==> src/ufm_pkg.sv <==
// Purpose: Constants for the USB host frame management and interrupt block
// Assumes: 10 MHz system clock, 12 MHz bit-time strobe supplied as a pin
// Notes:   Registers reached over a plain address/strobe port
//
// Overview of operation
// - 16-bit frame count increments on every reload
// - SOF data field carries count bits 10:0
// - Write count to shared area after increment
// - Periodic begins below begin point or alone
// - Low speed allowed only at/above cutoff
// - Full speed allowed if size fits budget
// - Budget counter reloads at frame boundary
// - Budget decrements six of seven bit times
// - All serial engine requests pass through here
// - Check until acknowledge; flag failure
// - SOF request when time left equals one
// - Irq needs global, status and enable bits
// - Route select picks normal or management pin
// - Overrun flag after next shared count write
// - Done-list flag after done-list write completes
// - Frame start flag after next count write
// - Wake flag on resume, only when suspended
// - Suspend during port resume gives hub wake
// - Wake irq held while clock is stopped
// - Fatal fault flag never set
// - Wrap flag when count bit 15 toggles
// - Hub change flag on hub status change
// - 14-bit time left counts down, reloads
// - Reload time left on entering running state
// - Copy length toggle into time left toggle
package ufm_pkg;
	// ****************************************
	// Register offsets
	// ****************************************
	localparam logic [7:0] ADR_CONTROL    = 8'h00;
	localparam logic [7:0] ADR_IRQ_STATUS = 8'h04;
	localparam logic [7:0] ADR_IRQ_ENABLE = 8'h08;
	localparam logic [7:0] ADR_FRM_LEN    = 8'h0C;
	localparam logic [7:0] ADR_TIME_LEFT  = 8'h10;
	localparam logic [7:0] ADR_FRM_COUNT  = 8'h14;
	localparam logic [7:0] ADR_PERIODIC   = 8'h18;
	localparam logic [7:0] ADR_LS_CUTOFF  = 8'h1C;
	// ****************************************
	// Field positions
	// ****************************************
	localparam int CTL_STATE_LO   = 6;
	localparam int CTL_ROUTE      = 8;
	localparam int CTL_GLOBAL_EN  = 31;
	localparam int IRQ_OVERRUN    = 0;
	localparam int IRQ_DONE_LIST  = 1;
	localparam int IRQ_FRM_START  = 2;
	localparam int IRQ_WAKE       = 3;
	localparam int IRQ_FATAL      = 4;
	localparam int IRQ_WRAP       = 5;
	localparam int IRQ_HUB        = 6;
	localparam int IRQ_OWNER      = 30;
	localparam int FLEN_TOGGLE    = 31;
	localparam int FLEN_BUDGET_LO = 16;
	localparam int SOF_BITS       = 11;
	localparam int COUNT_MSB      = 15;
	// ****************************************
	// Reset values and timing
	// ****************************************
	localparam logic [13:0] FRM_LEN_RST   = 14'h2EDF;
	localparam logic [14:0] BUDGET_RST    = 15'h2778;
	localparam logic [13:0] PERIODIC_RST  = 14'h0000;
	localparam logic [11:0] LS_CUTOFF_RST = 12'h628;
	localparam logic [13:0] SOF_POINT     = 14'h0001;
	localparam logic [2:0]  STUFF_LAST    = 3'h6;
	// Controller functional states
	localparam logic [1:0] ST_RESET   = 2'h0;
	localparam logic [1:0] ST_RESUME  = 2'h1;
	localparam logic [1:0] ST_RUNNING = 2'h2;
	localparam logic [1:0] ST_SUSPEND = 2'h3;
	typedef enum logic [1:0] {
		UFM_WB_IDLE,
		UFM_WB_BUSY
	} ufm_wb_t;
endpackage

==> src/ufm_frame_irq.sv <==
// Purpose: Frame timing, packet qualification and interrupt events
// Assumes: bit_tick is an asynchronous 12 MHz strobe level from a pin
// Notes:   Shared-area writes are requested here and acknowledged outside
`timescale 1ns/100ps
module ufm_frame_irq #(
	parameter bit HAS_MGMT_PIN = 1'b1
) (
	input  wire logic        clock,
	input  wire logic        rst_n,
	input  wire logic [7:0]  reg_addr,
	input  wire logic [31:0] reg_wdata,
	input  wire logic        reg_write,
	input  wire logic        reg_read,
	output logic      [31:0] reg_rdata,
	input  wire logic        bit_tick,
	input  wire logic        lp_req,
	input  wire logic        lp_low_speed,
	input  wire logic        lp_periodic_pending,
	input  wire logic        other_lists_on,
	input  wire logic [10:0] endpoint_max_packet_bytes,
	output logic             lp_check_fail,
	output logic             periodic_go,
	output logic             se_req,
	output logic             se_sof,
	output logic [10:0]      se_sof_data,
	input  wire logic        se_ack,
	output logic             shared_wr_req,
	output logic [15:0]      shared_wr_data,
	input  wire logic        shared_wr_done,
	input  wire logic        done_list_wr_done,
	input  wire logic        resume_signal,
	input  wire logic        remote_wake_enable,
	input  wire logic        port_connect_change,
	input  wire logic        port_resume_active,
	output logic             port_resume_clear,
	input  wire logic        hub_status_changed,
	input  wire logic        owner_handover_event,
	output logic             normal_irq,
	output logic             sys_mgmt_irq_pin
);
	// ****************************************
	// Registers
	// ****************************************
	logic [31:0]  control_r;
	logic [31:0]  irq_status_reg;
	logic [31:0]  irq_enable_reg;
	logic [31:0]  frame_length_reg;
	logic [13:0]  frame_time_left;
	logic         time_left_toggle;
	logic [15:0]  frame_count;
	logic [13:0]  periodic_begin_point;
	logic [11:0]  slow_speed_cutoff;
	logic [14:0]  budget_r;
	logic [2:0]   stuff_r;
	logic [2:0]   tick_sync_r;
	logic         tick_prev_r;
	logic [1:0]   state_prev_r;
	logic         pend_sof_r;
	logic         pend_wrap_r;
	logic         pend_overrun_r;
	logic         req_open_r;
	logic         wake_hold_r;
	ufm_pkg::ufm_wb_t wb_r;
	logic [31:0]  set_bits;
	logic         tick;
	logic         reload;
	logic [1:0]   state;
	logic         running;
	logic         suspended;
	logic         fit_ok;
	logic         enabled_any;
	logic         owner_any;

	assign state     = control_r[ufm_pkg::CTL_STATE_LO +: 2];
	assign running   = (state == ufm_pkg::ST_RUNNING);
	assign suspended = (state == ufm_pkg::ST_SUSPEND);
	// ****************************************
	// Bit-time strobe from pin
	// ****************************************
	always_ff @(posedge clock) begin
		if (!rst_n) begin
			tick_sync_r <= 3'h0;
			tick_prev_r <= 1'b0;
		end else begin
			tick_sync_r <= {tick_sync_r[1:0], bit_tick};
			if (tick_sync_r[1] == tick_sync_r[2]) begin
				tick_prev_r <= tick_sync_r[2];
			end
		end
	end
	assign tick = (tick_sync_r[1] == tick_sync_r[2]) && tick_sync_r[2]
		&& !tick_prev_r;
	// Reload at zero or on entry into running
	assign reload = running && ((tick && frame_time_left == 14'h0000)
		|| state_prev_r != ufm_pkg::ST_RUNNING);
	// ****************************************
	// Frame timing
	// ****************************************
	always_ff @(posedge clock) begin
		if (!rst_n) begin
			frame_time_left  <= 14'h0000;
			time_left_toggle <= 1'b0;
			frame_count      <= 16'h0000;
			state_prev_r     <= ufm_pkg::ST_RESET;
		end else begin
			state_prev_r <= state;
			if (reload) begin
				frame_time_left  <= frame_length_reg[13:0];
				time_left_toggle <= frame_length_reg[ufm_pkg::FLEN_TOGGLE];
				frame_count      <= frame_count + 16'h0001;
			end else if (running && tick) begin
				frame_time_left <= frame_time_left - 14'h0001;
			end
		end
	end
	// ****************************************
	// Largest packet budget
	// ****************************************
	always_ff @(posedge clock) begin
		if (!rst_n) begin
			budget_r <= 15'h0000;
			stuff_r  <= 3'h0;
		end else if (reload) begin
			budget_r <= frame_length_reg[ufm_pkg::FLEN_BUDGET_LO +: 15];
			stuff_r  <= 3'h0;
		end else if (running && tick) begin
			stuff_r <= (stuff_r == ufm_pkg::STUFF_LAST) ? 3'h0
				: stuff_r + 3'h1;
			if (stuff_r != ufm_pkg::STUFF_LAST && budget_r != 15'h0000) begin
				budget_r <= budget_r - 15'h0001;
			end
		end
	end
	// ****************************************
	// Transaction qualification
	// ****************************************
	always_comb begin
		if (lp_low_speed) begin
			fit_ok = frame_time_left >= {2'h0, slow_speed_cutoff};
		end else begin
			fit_ok = {1'b0, endpoint_max_packet_bytes, 3'h0} <= budget_r;
		end
	end
	assign periodic_go = running && lp_periodic_pending
		&& (frame_time_left < periodic_begin_point || !other_lists_on);
	// Requests pass only while the check holds
	assign se_req        = lp_req && running && fit_ok && !se_sof;
	assign lp_check_fail = lp_req && req_open_r && !fit_ok;
	assign se_sof        = running && frame_time_left == ufm_pkg::SOF_POINT;
	always_ff @(posedge clock) begin
		if (!rst_n) begin
			req_open_r  <= 1'b0;
			se_sof_data <= 11'h000;
		end else begin
			if (se_ack || !lp_req) begin
				req_open_r <= 1'b0;
			end else begin
				req_open_r <= 1'b1;
			end
			se_sof_data <= frame_count[ufm_pkg::SOF_BITS-1:0];
		end
	end
	// ****************************************
	// Shared-area count writeback
	// ****************************************
	always_ff @(posedge clock) begin
		if (!rst_n) begin
			wb_r           <= ufm_pkg::UFM_WB_IDLE;
			shared_wr_data <= 16'h0000;
		end else begin
			case (wb_r)
				ufm_pkg::UFM_WB_IDLE: begin
					if (reload) begin
						wb_r <= ufm_pkg::UFM_WB_BUSY;
						shared_wr_data <= frame_count + 16'h0001;
					end
				end
				default: begin
					if (shared_wr_done) begin
						wb_r <= ufm_pkg::UFM_WB_IDLE;
					end
				end
			endcase
		end
	end
	assign shared_wr_req = (wb_r == ufm_pkg::UFM_WB_BUSY);
	// Events waiting for the next count write
	always_ff @(posedge clock) begin
		if (!rst_n) begin
			pend_sof_r     <= 1'b0;
			pend_wrap_r    <= 1'b0;
			pend_overrun_r <= 1'b0;
		end else begin
			if (reload) begin
				pend_sof_r <= 1'b1;
				if (frame_count[ufm_pkg::COUNT_MSB-1:0] == 15'h7FFF) begin
					pend_wrap_r <= 1'b1;
				end
				if (lp_periodic_pending) begin
					pend_overrun_r <= 1'b1;
				end
			end else if (shared_wr_done && wb_r == ufm_pkg::UFM_WB_BUSY) begin
				pend_sof_r     <= 1'b0;
				pend_wrap_r    <= 1'b0;
				pend_overrun_r <= 1'b0;
			end
		end
	end
	// ****************************************
	// Interrupt status
	// ****************************************
	assign port_resume_clear = suspended && state_prev_r != ufm_pkg::ST_SUSPEND
		&& port_resume_active;
	always_comb begin
		set_bits = 32'h0000_0000;
		if (shared_wr_done && wb_r == ufm_pkg::UFM_WB_BUSY) begin
			set_bits[ufm_pkg::IRQ_FRM_START] = pend_sof_r;
			set_bits[ufm_pkg::IRQ_WRAP]      = pend_wrap_r;
			set_bits[ufm_pkg::IRQ_OVERRUN]   = pend_overrun_r;
		end
		set_bits[ufm_pkg::IRQ_DONE_LIST] = done_list_wr_done;
		set_bits[ufm_pkg::IRQ_WAKE] = suspended && (resume_signal
			|| (remote_wake_enable && port_connect_change)
			|| port_resume_clear);
		set_bits[ufm_pkg::IRQ_HUB]   = hub_status_changed;
		set_bits[ufm_pkg::IRQ_OWNER] = owner_handover_event;
		set_bits[ufm_pkg::IRQ_FATAL] = 1'b0;
	end
	always_ff @(posedge clock) begin
		if (!rst_n) begin
			irq_status_reg <= 32'h0000_0000;
		end else if (reg_write && reg_addr == ufm_pkg::ADR_IRQ_STATUS) begin
			irq_status_reg <= (irq_status_reg & ~reg_wdata) | set_bits;
		end else begin
			irq_status_reg <= irq_status_reg | set_bits;
		end
	end
	// ****************************************
	// Interrupt routing
	// ****************************************
	assign enabled_any = control_r[ufm_pkg::CTL_GLOBAL_EN]
		&& |(irq_status_reg & irq_enable_reg & ~(32'h1 << ufm_pkg::IRQ_OWNER));
	assign owner_any = control_r[ufm_pkg::CTL_GLOBAL_EN]
		&& irq_status_reg[ufm_pkg::IRQ_OWNER]
		&& irq_enable_reg[ufm_pkg::IRQ_OWNER];
	// Wake request registered; drops with its status, enable or global enable bit
	always_ff @(posedge clock) begin
		if (!rst_n) begin
			wake_hold_r <= 1'b0;
		end else begin
			wake_hold_r <= irq_status_reg[ufm_pkg::IRQ_WAKE]
				&& irq_enable_reg[ufm_pkg::IRQ_WAKE]
				&& control_r[ufm_pkg::CTL_GLOBAL_EN];
		end
	end
	always_ff @(posedge clock) begin
		if (!rst_n) begin
			normal_irq       <= 1'b0;
			sys_mgmt_irq_pin <= 1'b0;
		end else begin
			normal_irq <= (enabled_any || wake_hold_r)
				&& !control_r[ufm_pkg::CTL_ROUTE];
			sys_mgmt_irq_pin <= HAS_MGMT_PIN && (owner_any
				|| ((enabled_any || wake_hold_r)
				&& control_r[ufm_pkg::CTL_ROUTE]));
		end
	end
	// ****************************************
	// Register writes
	// ****************************************
	always_ff @(posedge clock) begin
		if (!rst_n) begin
			control_r            <= 32'h0000_0000;
			irq_enable_reg       <= 32'h0000_0000;
			frame_length_reg     <= {1'b0, ufm_pkg::BUDGET_RST, 2'h0,
				ufm_pkg::FRM_LEN_RST};
			periodic_begin_point <= ufm_pkg::PERIODIC_RST;
			slow_speed_cutoff    <= ufm_pkg::LS_CUTOFF_RST;
		end else if (reg_write) begin
			if (reg_addr == ufm_pkg::ADR_CONTROL) begin
				control_r <= reg_wdata;
			end else if (reg_addr == ufm_pkg::ADR_IRQ_ENABLE) begin
				irq_enable_reg <= reg_wdata;
			end else if (reg_addr == ufm_pkg::ADR_FRM_LEN) begin
				frame_length_reg <= reg_wdata;
			end else if (reg_addr == ufm_pkg::ADR_PERIODIC) begin
				periodic_begin_point <= reg_wdata[13:0];
			end else if (reg_addr == ufm_pkg::ADR_LS_CUTOFF) begin
				slow_speed_cutoff <= reg_wdata[11:0];
			end
		end
	end
	// ****************************************
	// Register reads
	// ****************************************
	always_ff @(posedge clock) begin
		if (!rst_n) begin
			reg_rdata <= 32'h0000_0000;
		end else if (!reg_read) begin
			reg_rdata <= 32'h0000_0000;
		end else if (reg_addr == ufm_pkg::ADR_CONTROL) begin
			reg_rdata <= control_r;
		end else if (reg_addr == ufm_pkg::ADR_IRQ_STATUS) begin
			reg_rdata <= irq_status_reg;
		end else if (reg_addr == ufm_pkg::ADR_IRQ_ENABLE) begin
			reg_rdata <= irq_enable_reg;
		end else if (reg_addr == ufm_pkg::ADR_FRM_LEN) begin
			reg_rdata <= frame_length_reg;
		end else if (reg_addr == ufm_pkg::ADR_TIME_LEFT) begin
			reg_rdata <= {time_left_toggle, 17'h00000, frame_time_left};
		end else if (reg_addr == ufm_pkg::ADR_FRM_COUNT) begin
			reg_rdata <= {16'h0000, frame_count};
		end else if (reg_addr == ufm_pkg::ADR_PERIODIC) begin
			reg_rdata <= {18'h00000, periodic_begin_point};
		end else if (reg_addr == ufm_pkg::ADR_LS_CUTOFF) begin
			reg_rdata <= {20'h00000, slow_speed_cutoff};
		end else begin
			reg_rdata <= 32'h0000_0000;
		end
	end
endmodule

==> config.mk <==
export PLATFORM = sky130hd
export DESIGN_NAME = ufm_frame_irq
export DESIGN_NICKNAME = d
export VERILOG_FILES = /design/src/ufm_pkg.sv /design/src/ufm_frame_irq.sv
export SDC_FILE = /design/constraint.sdc
export NUM_CORES = 1
export LEC_CHECK = 0
export ABC_AREA = 1
export BUFFER_PORTS_ARGS = -buffer_cell sky130_fd_sc_hd__buf_2
export CAP_MARGIN = 40
export CELL_PAD_IN_SITES_DETAIL_PLACEMENT = 0
export CELL_PAD_IN_SITES_GLOBAL_PLACEMENT = 2
export CORE_UTILIZATION = 31
export CTS_BUF_LIST = sky130_fd_sc_hd__clkbuf_2 sky130_fd_sc_hd__clkbuf_4 sky130_fd_sc_hd__clkbuf_8
export CTS_CLUSTER_DIAMETER = 100
export DETAILED_ROUTE_END_ITERATION = 8
export PLACE_DENSITY_LB_ADDON = 0.1
export RECOVER_POWER = 50
export SYNTH_ARGS = -nofsm -noshare
export SYNTH_HDL_FRONTEND = slang
export SYNTH_SLANG_ARGS = --single-unit
==> constraint.sdc <==
create_clock -name clock -period 1.6 [get_ports clock]
set_clock_uncertainty 0.1 [all_clocks]
set_input_delay 0.08 -clock clock [delete_from_list [all_inputs] [get_ports clock]]
set_output_delay 0.08 -clock clock [all_outputs]
set_load 0.05 [all_outputs]
* Word-level counts from Yosys, hierarchy flattened
Index checks and enable logic that the tools add are counted.
Storage, ports and cells: bits in registers 277, input bits 69, output and inout bits 67
Operators by class: add/subtract/negate cells 4, $lt $le $gt $ge 3, equal/unequal tests 20, multiplexer cells 29, bitwise operators 10, reduce and logical (&&, ||, !) cells 61
Operators with widths (count):
- 32-bit two-way mux | 6
- 32-bit AND | 2
- 32-bit by 31-bit bitwise OR with 32-bit output | 2
- 15-bit two-way mux | 3
- 14-bit two-way mux | 3
- 8-bit by 5-bit equality test with 1-bit output, second input constant | 4
- 32-bit NOT | 1
- 31-bit OR reduction | 1
- 1-bit logical AND | 27
- 16-bit by 1-bit adder with 16-bit output, second input constant | 1
- 8-bit by 4-bit equality test with 1-bit output, second input constant | 2
- 16-bit two-way mux | 1
- 15-bit equality test, second input constant | 1
- 14-bit by 15-bit less-or-equal comparator with 1-bit output | 1
- 15-bit nonzero test | 1
- 15-bit by 1-bit subtractor with 15-bit output, second input constant | 1
- 14-bit by 1-bit equality test with 1-bit output, second input constant | 1
- 14-bit by 12-bit >= comparator with 1-bit output | 1
- 14-bit zero test | 1
- 14-bit less-than comparator | 1
- 2-bit AND reduction | 7
- 14-bit by 1-bit subtractor with 14-bit output, second input constant | 1
- 12-bit two-way mux | 1
- 1-bit two-way mux | 11
- 22 further kinds | 46

* Depth between registers and ports, before layout
depth after elaboration 9, depth in mapped cells 13, depth with buffers taken out 13

* Worst setup path before layout
No wires, ideal clock.
path type reg2out, start register control_r[7], end output se_sof, arrival 2004 ps, path slack -584 ps, stages on the path, launching flop included 6, buffers on the path 1, path through dfxtp_1 inv_2 nor2_8 clkbuf_1 inv_1 nor3_1
Between the ends: longest elaborated chain between the ends 2
Ends and longest elaborated chain:
- from (decl) | RTL line ufm_frame_irq.sv:44 | logic [31:0] control_r;
- from (signal assigned) | RTL line ufm_frame_irq.sv:281 | control_r <= reg_wdata;
- 2-bit equality test | RTL line ufm_frame_irq.sv:75 | assign running = (state == ufm_pkg::ST_RUNNING);
- 1-bit logical AND | RTL line ufm_frame_irq.sv:149 | assign se_sof = running && frame_time_left == ufm_pkg::SOF_POINT;
- to (decl) | RTL line ufm_frame_irq.sv:24 | output logic se_sof,
Every way passes these cells.

* Worst setup path after layout
start register slow_speed_cutoff[11], end output se_req
Between the ends: longest elaborated chain between the ends 4
Ends and longest elaborated chain:
- from (decl) | RTL line ufm_frame_irq.sv:52 | logic [11:0] slow_speed_cutoff;
- from (signal assigned) | RTL line ufm_frame_irq.sv:278 | slow_speed_cutoff <= ufm_pkg::LS_CUTOFF_RST;
- from (signal assigned) | RTL line ufm_frame_irq.sv:289 | slow_speed_cutoff <= reg_wdata[11:0];
- 14-bit by 12-bit >= comparator with 1-bit output | RTL line ufm_frame_irq.sv:139 | fit_ok = frame_time_left >= {2'h0, slow_speed_cutoff};
- 1-bit two-way mux | RTL line ufm_frame_irq.sv:138 | if (lp_low_speed) begin
- 1-bit logical AND (2 in series) | RTL line ufm_frame_irq.sv:147 | assign se_req = lp_req && running && fit_ok && !se_sof;
- to (decl) | RTL line ufm_frame_irq.sv:23 | output logic se_req,
Every way passes these cells.

==> metrics.md <==
| Metric | Value |
|---|---|
| Worst hold path type | `input pin to flop` |
| Final HPWL DP | `38,100 um` |
| TritonRoute pass-1 iters | `5` |
| Longest Clk Path Bufs | `3` |
| I/O pin total | `136` |
| Final Max Slew Viols | `0` |
| Net Count, Synth | `1,994` |
| Warnings, synthesis | `0` |
| CP Launch Type | `flop` |
| Worst path required time | `1.42 ns` |
| Die Y | `209 um` |
| Syn Area/Cell | `7.09 um^2` |
| WL final | `52,600 um` |
| Crit end category | `primary output` |
| Worst-margin pin slew | `0.663 ns` |
| H-tree depth | `2` |
| Residual DRC | `0` |
| Clock Sinks | `276` |
| Routed len/inst | `18.2 um` |
| Area of the core | `0.0422 mm^2` |
| Final period utilization | `149%` |
| Initial antenna violation count | `0` |
| Power Density | `764 mW/mm^2` |
| Worst slew margin | `55.8%` |
| DIE AREA | `0.0439 mm^2` |
| Placed insts | `2,723` |
| Vias/cell | `4.81` |
| Post-route ant nets | `0` |
| Crit path DAT | `2.20 ns` |
| CTS tree | `yes` |
| First-pass GRT wire length | `79,800 um` |
| Layout cells sized above 1 | `34.2%` |
| DR vias | `13,900` |
| Port bufs | `135` |
| Final setup viols | `85` |
| Post-synthesis cell count | `1,882` |
| Starting DRT DRC Count | `727` |
| Die width | `209 um` |
| Asr flop ratio synth | `0%` |
| Clk slew on worst S/H paths | `0.06 ns` |
| RSZ-0062 raised after global routing | `true` |
| Leak pwr | `0.00927 uW` |
| Initial Utilization | `31.6%` |
| Total track usage | `23.9%` |
| Setup tns final | `-34.86 ns` |
| Yosys reg bits | `276` |
| Rows | `75` |
| Grt ovf | `0` |
| GPL Wtd Cong | `0.854` |
| Peak supply drop | `447 uV` |
| Top FF cell, synth | `dfxtp_1` |
| Worst Slack Setup Final | `-0.783 ns` |
| MaxCap Viol Count | `0` |
| Number of global-route vias before repair | `13,700` |
| Number of synthesized flops with an enable pin | `0` |
| Clock buffer count from CTS | `51` |
| Root Driver | `clkbuf_8` |
| Most common library cell in the layout ignoring fill and taps | `nand2_1` |
| Yosys cell types | `43` |
| Final Non-Filler Cells | `2,885` |
| Seq/Total Area, Yosys | `41.4%` |
| Synth Cell Area | `0.0133 mm^2` |
| Diode count | `0` |
| Most frequent cells in the layout | `nand2_1, dfxtp_1, buf_4, inv_1` |
| Critical path fanouts, max | `2` |
| Nets@finish | `2,425` |
| Layout area overhead | `47.2%` |
| Largest net degree at the start of global routing | `49` |
| Fmax | `420 MHz` |
| Tmin final | `2.38 ns` |
| Failing checks | `setup timing` |
| WS Path Type | `flop to primary output` |
| Post-route total power | `15,000 uW` |
| Outcome | `finished, violations left` |
| Hold Fails Final Rpt | `0` |
| Insertion delay to the later sink of the worst-skew pair | `0.65 ns` |
-- repair_timing --
item	CTS	global route
hold endpoints to repair	254	0
pin swaps	30	55
endpoints found under the setup margin	73	79
cloned	1	2
hold buffers	50	0
setup buffers	21	10
resized for setup	153	197
-- synthesized netlist by cell type, types with 2 or more instances --
master    instances  area [um^2]
nor2_1          153          574
clkinv_1          2         7.51
buf_4            12         90.1
nor2_8            4         80.1
a211oi_1          4         30.0
nor2_4            7         78.8
a21oi_1         164          821
clkinv_2          2         10.0
buf_6             8         90.1
and2_1            2         12.5
buf_2            36          180
o21ai_1          16         80.1
nand4_1          11         68.8
nand2_1         458         1720
inv_1           219          822
o21ai_0         118          591
clkbuf_1         30          113
nand3_4           2         35.0
o211ai_1         37          278
a31oi_1           2         12.5
o31ai_1           2         15.0
nand3_1         184          921
xor2_1           28          245
buf_1             3         11.3
dfxtp_1         276         5530
nor2_2            6         37.5
ha_1             43          538
a41oi_1          15          131
nand2_2          10         62.6
inv_2             7         26.3
nor3_1            9         45.0
-- worst paths after layout --
| kind | startpoint | endpoint | slack, ns | cells after the start |
|---|---|---|---|---|
| max | slow_speed_cutoff[11]$_SDFFE_PN0P_ | se_req | -0.78 | 11 |
| min | reg_addr[5] | irq_status_reg[10]$_SDFFE_PN0P_ | 0.009 | 7 |
| max reg2reg | frame_time_left[3]$_SDFFE_PN0P_ | frame_count[8]$_SDFFE_PN0P_ | -0.50 | 16 |
| min reg2reg | tick_sync_r[0]$_SDFF_PN0_ | tick_sync_r[1]$_SDFF_PN0_ | 0.32 | 2 |
-- power by group --
| group | leakage [uW] | internal [uW] | total, uW | switching [uW] |
|---|---|---|---|---|
| clock | 0.000567 | 4020 | 7230 | 3210 |
| combinational | 0.00646 | 339 | 864 | 525 |
| sequential | 0.00224 | 6900 | 6910 | 17.8 |
| total | 0.00927 | 11300 | 15000 | 3750 |
-- per-stage QoR --
stage               instance area (um^2)  util (%)  hold WS, ns  worst slack, ns
CTS                                19000      44.9       0.0164           -0.856
global placement                   16600      39.4        0.143           -0.371
global route                       19600      46.5       0.0139           -0.925
finish                             19600      46.5      0.00882           -0.783
detailed placement                 16600      39.4        0.139           -0.384
floorplan                          13600         -       0.0515           -0.174
-- logic make-up (layout without fill, tap and decap cells) --
group                    count (synthesis)  in the layout  share of synthesized area (%)
AND/OR/NAND/NOR                        853            853                           27.7
AO/OA/AOI/OAI                          363            363                           15.0
buffers and inverters                  319            783                           10.1
flip-flops                             276            276                           41.4
adder cells (fa/ha/maj)                 43             43                           4.03
XOR/XNOR                                28             28                           1.84
-- worst max-delay path, stage by stage, from the launching register on --
cell     delay, ns
dfxtp_2       0.33
inv_2         0.05
ha_4          0.27
nand2_4       0.06
nor2_4        0.11
nor3b_2       0.16
nand2_1       0.07
nand4_1       0.08
buf_6         0.13
nand2_2       0.06
nor2_4        0.09
buf_8         0.15
-- layout make-up --
cell class	instances	area [um^2]
fill	4332	22600
multi-input combinational	1287	7670
clock inverter	5	40.0
sequential	276	5580
tap	539	674
clock buffer	81	1020
timing repair buffer	466	3770
timing repair inverter	1	11.3
inverter	230	886
-- routing by layer --
layer  GRT usage, %  routed length [um]  vias up
li1               -                   -     6975
met1           33.5               25400     6476
met2           37.1               22900      344
met3           3.73                2640       86
met4           8.66                1650        0
met5              0                   0        -
(Power assumes the default switching activity.)
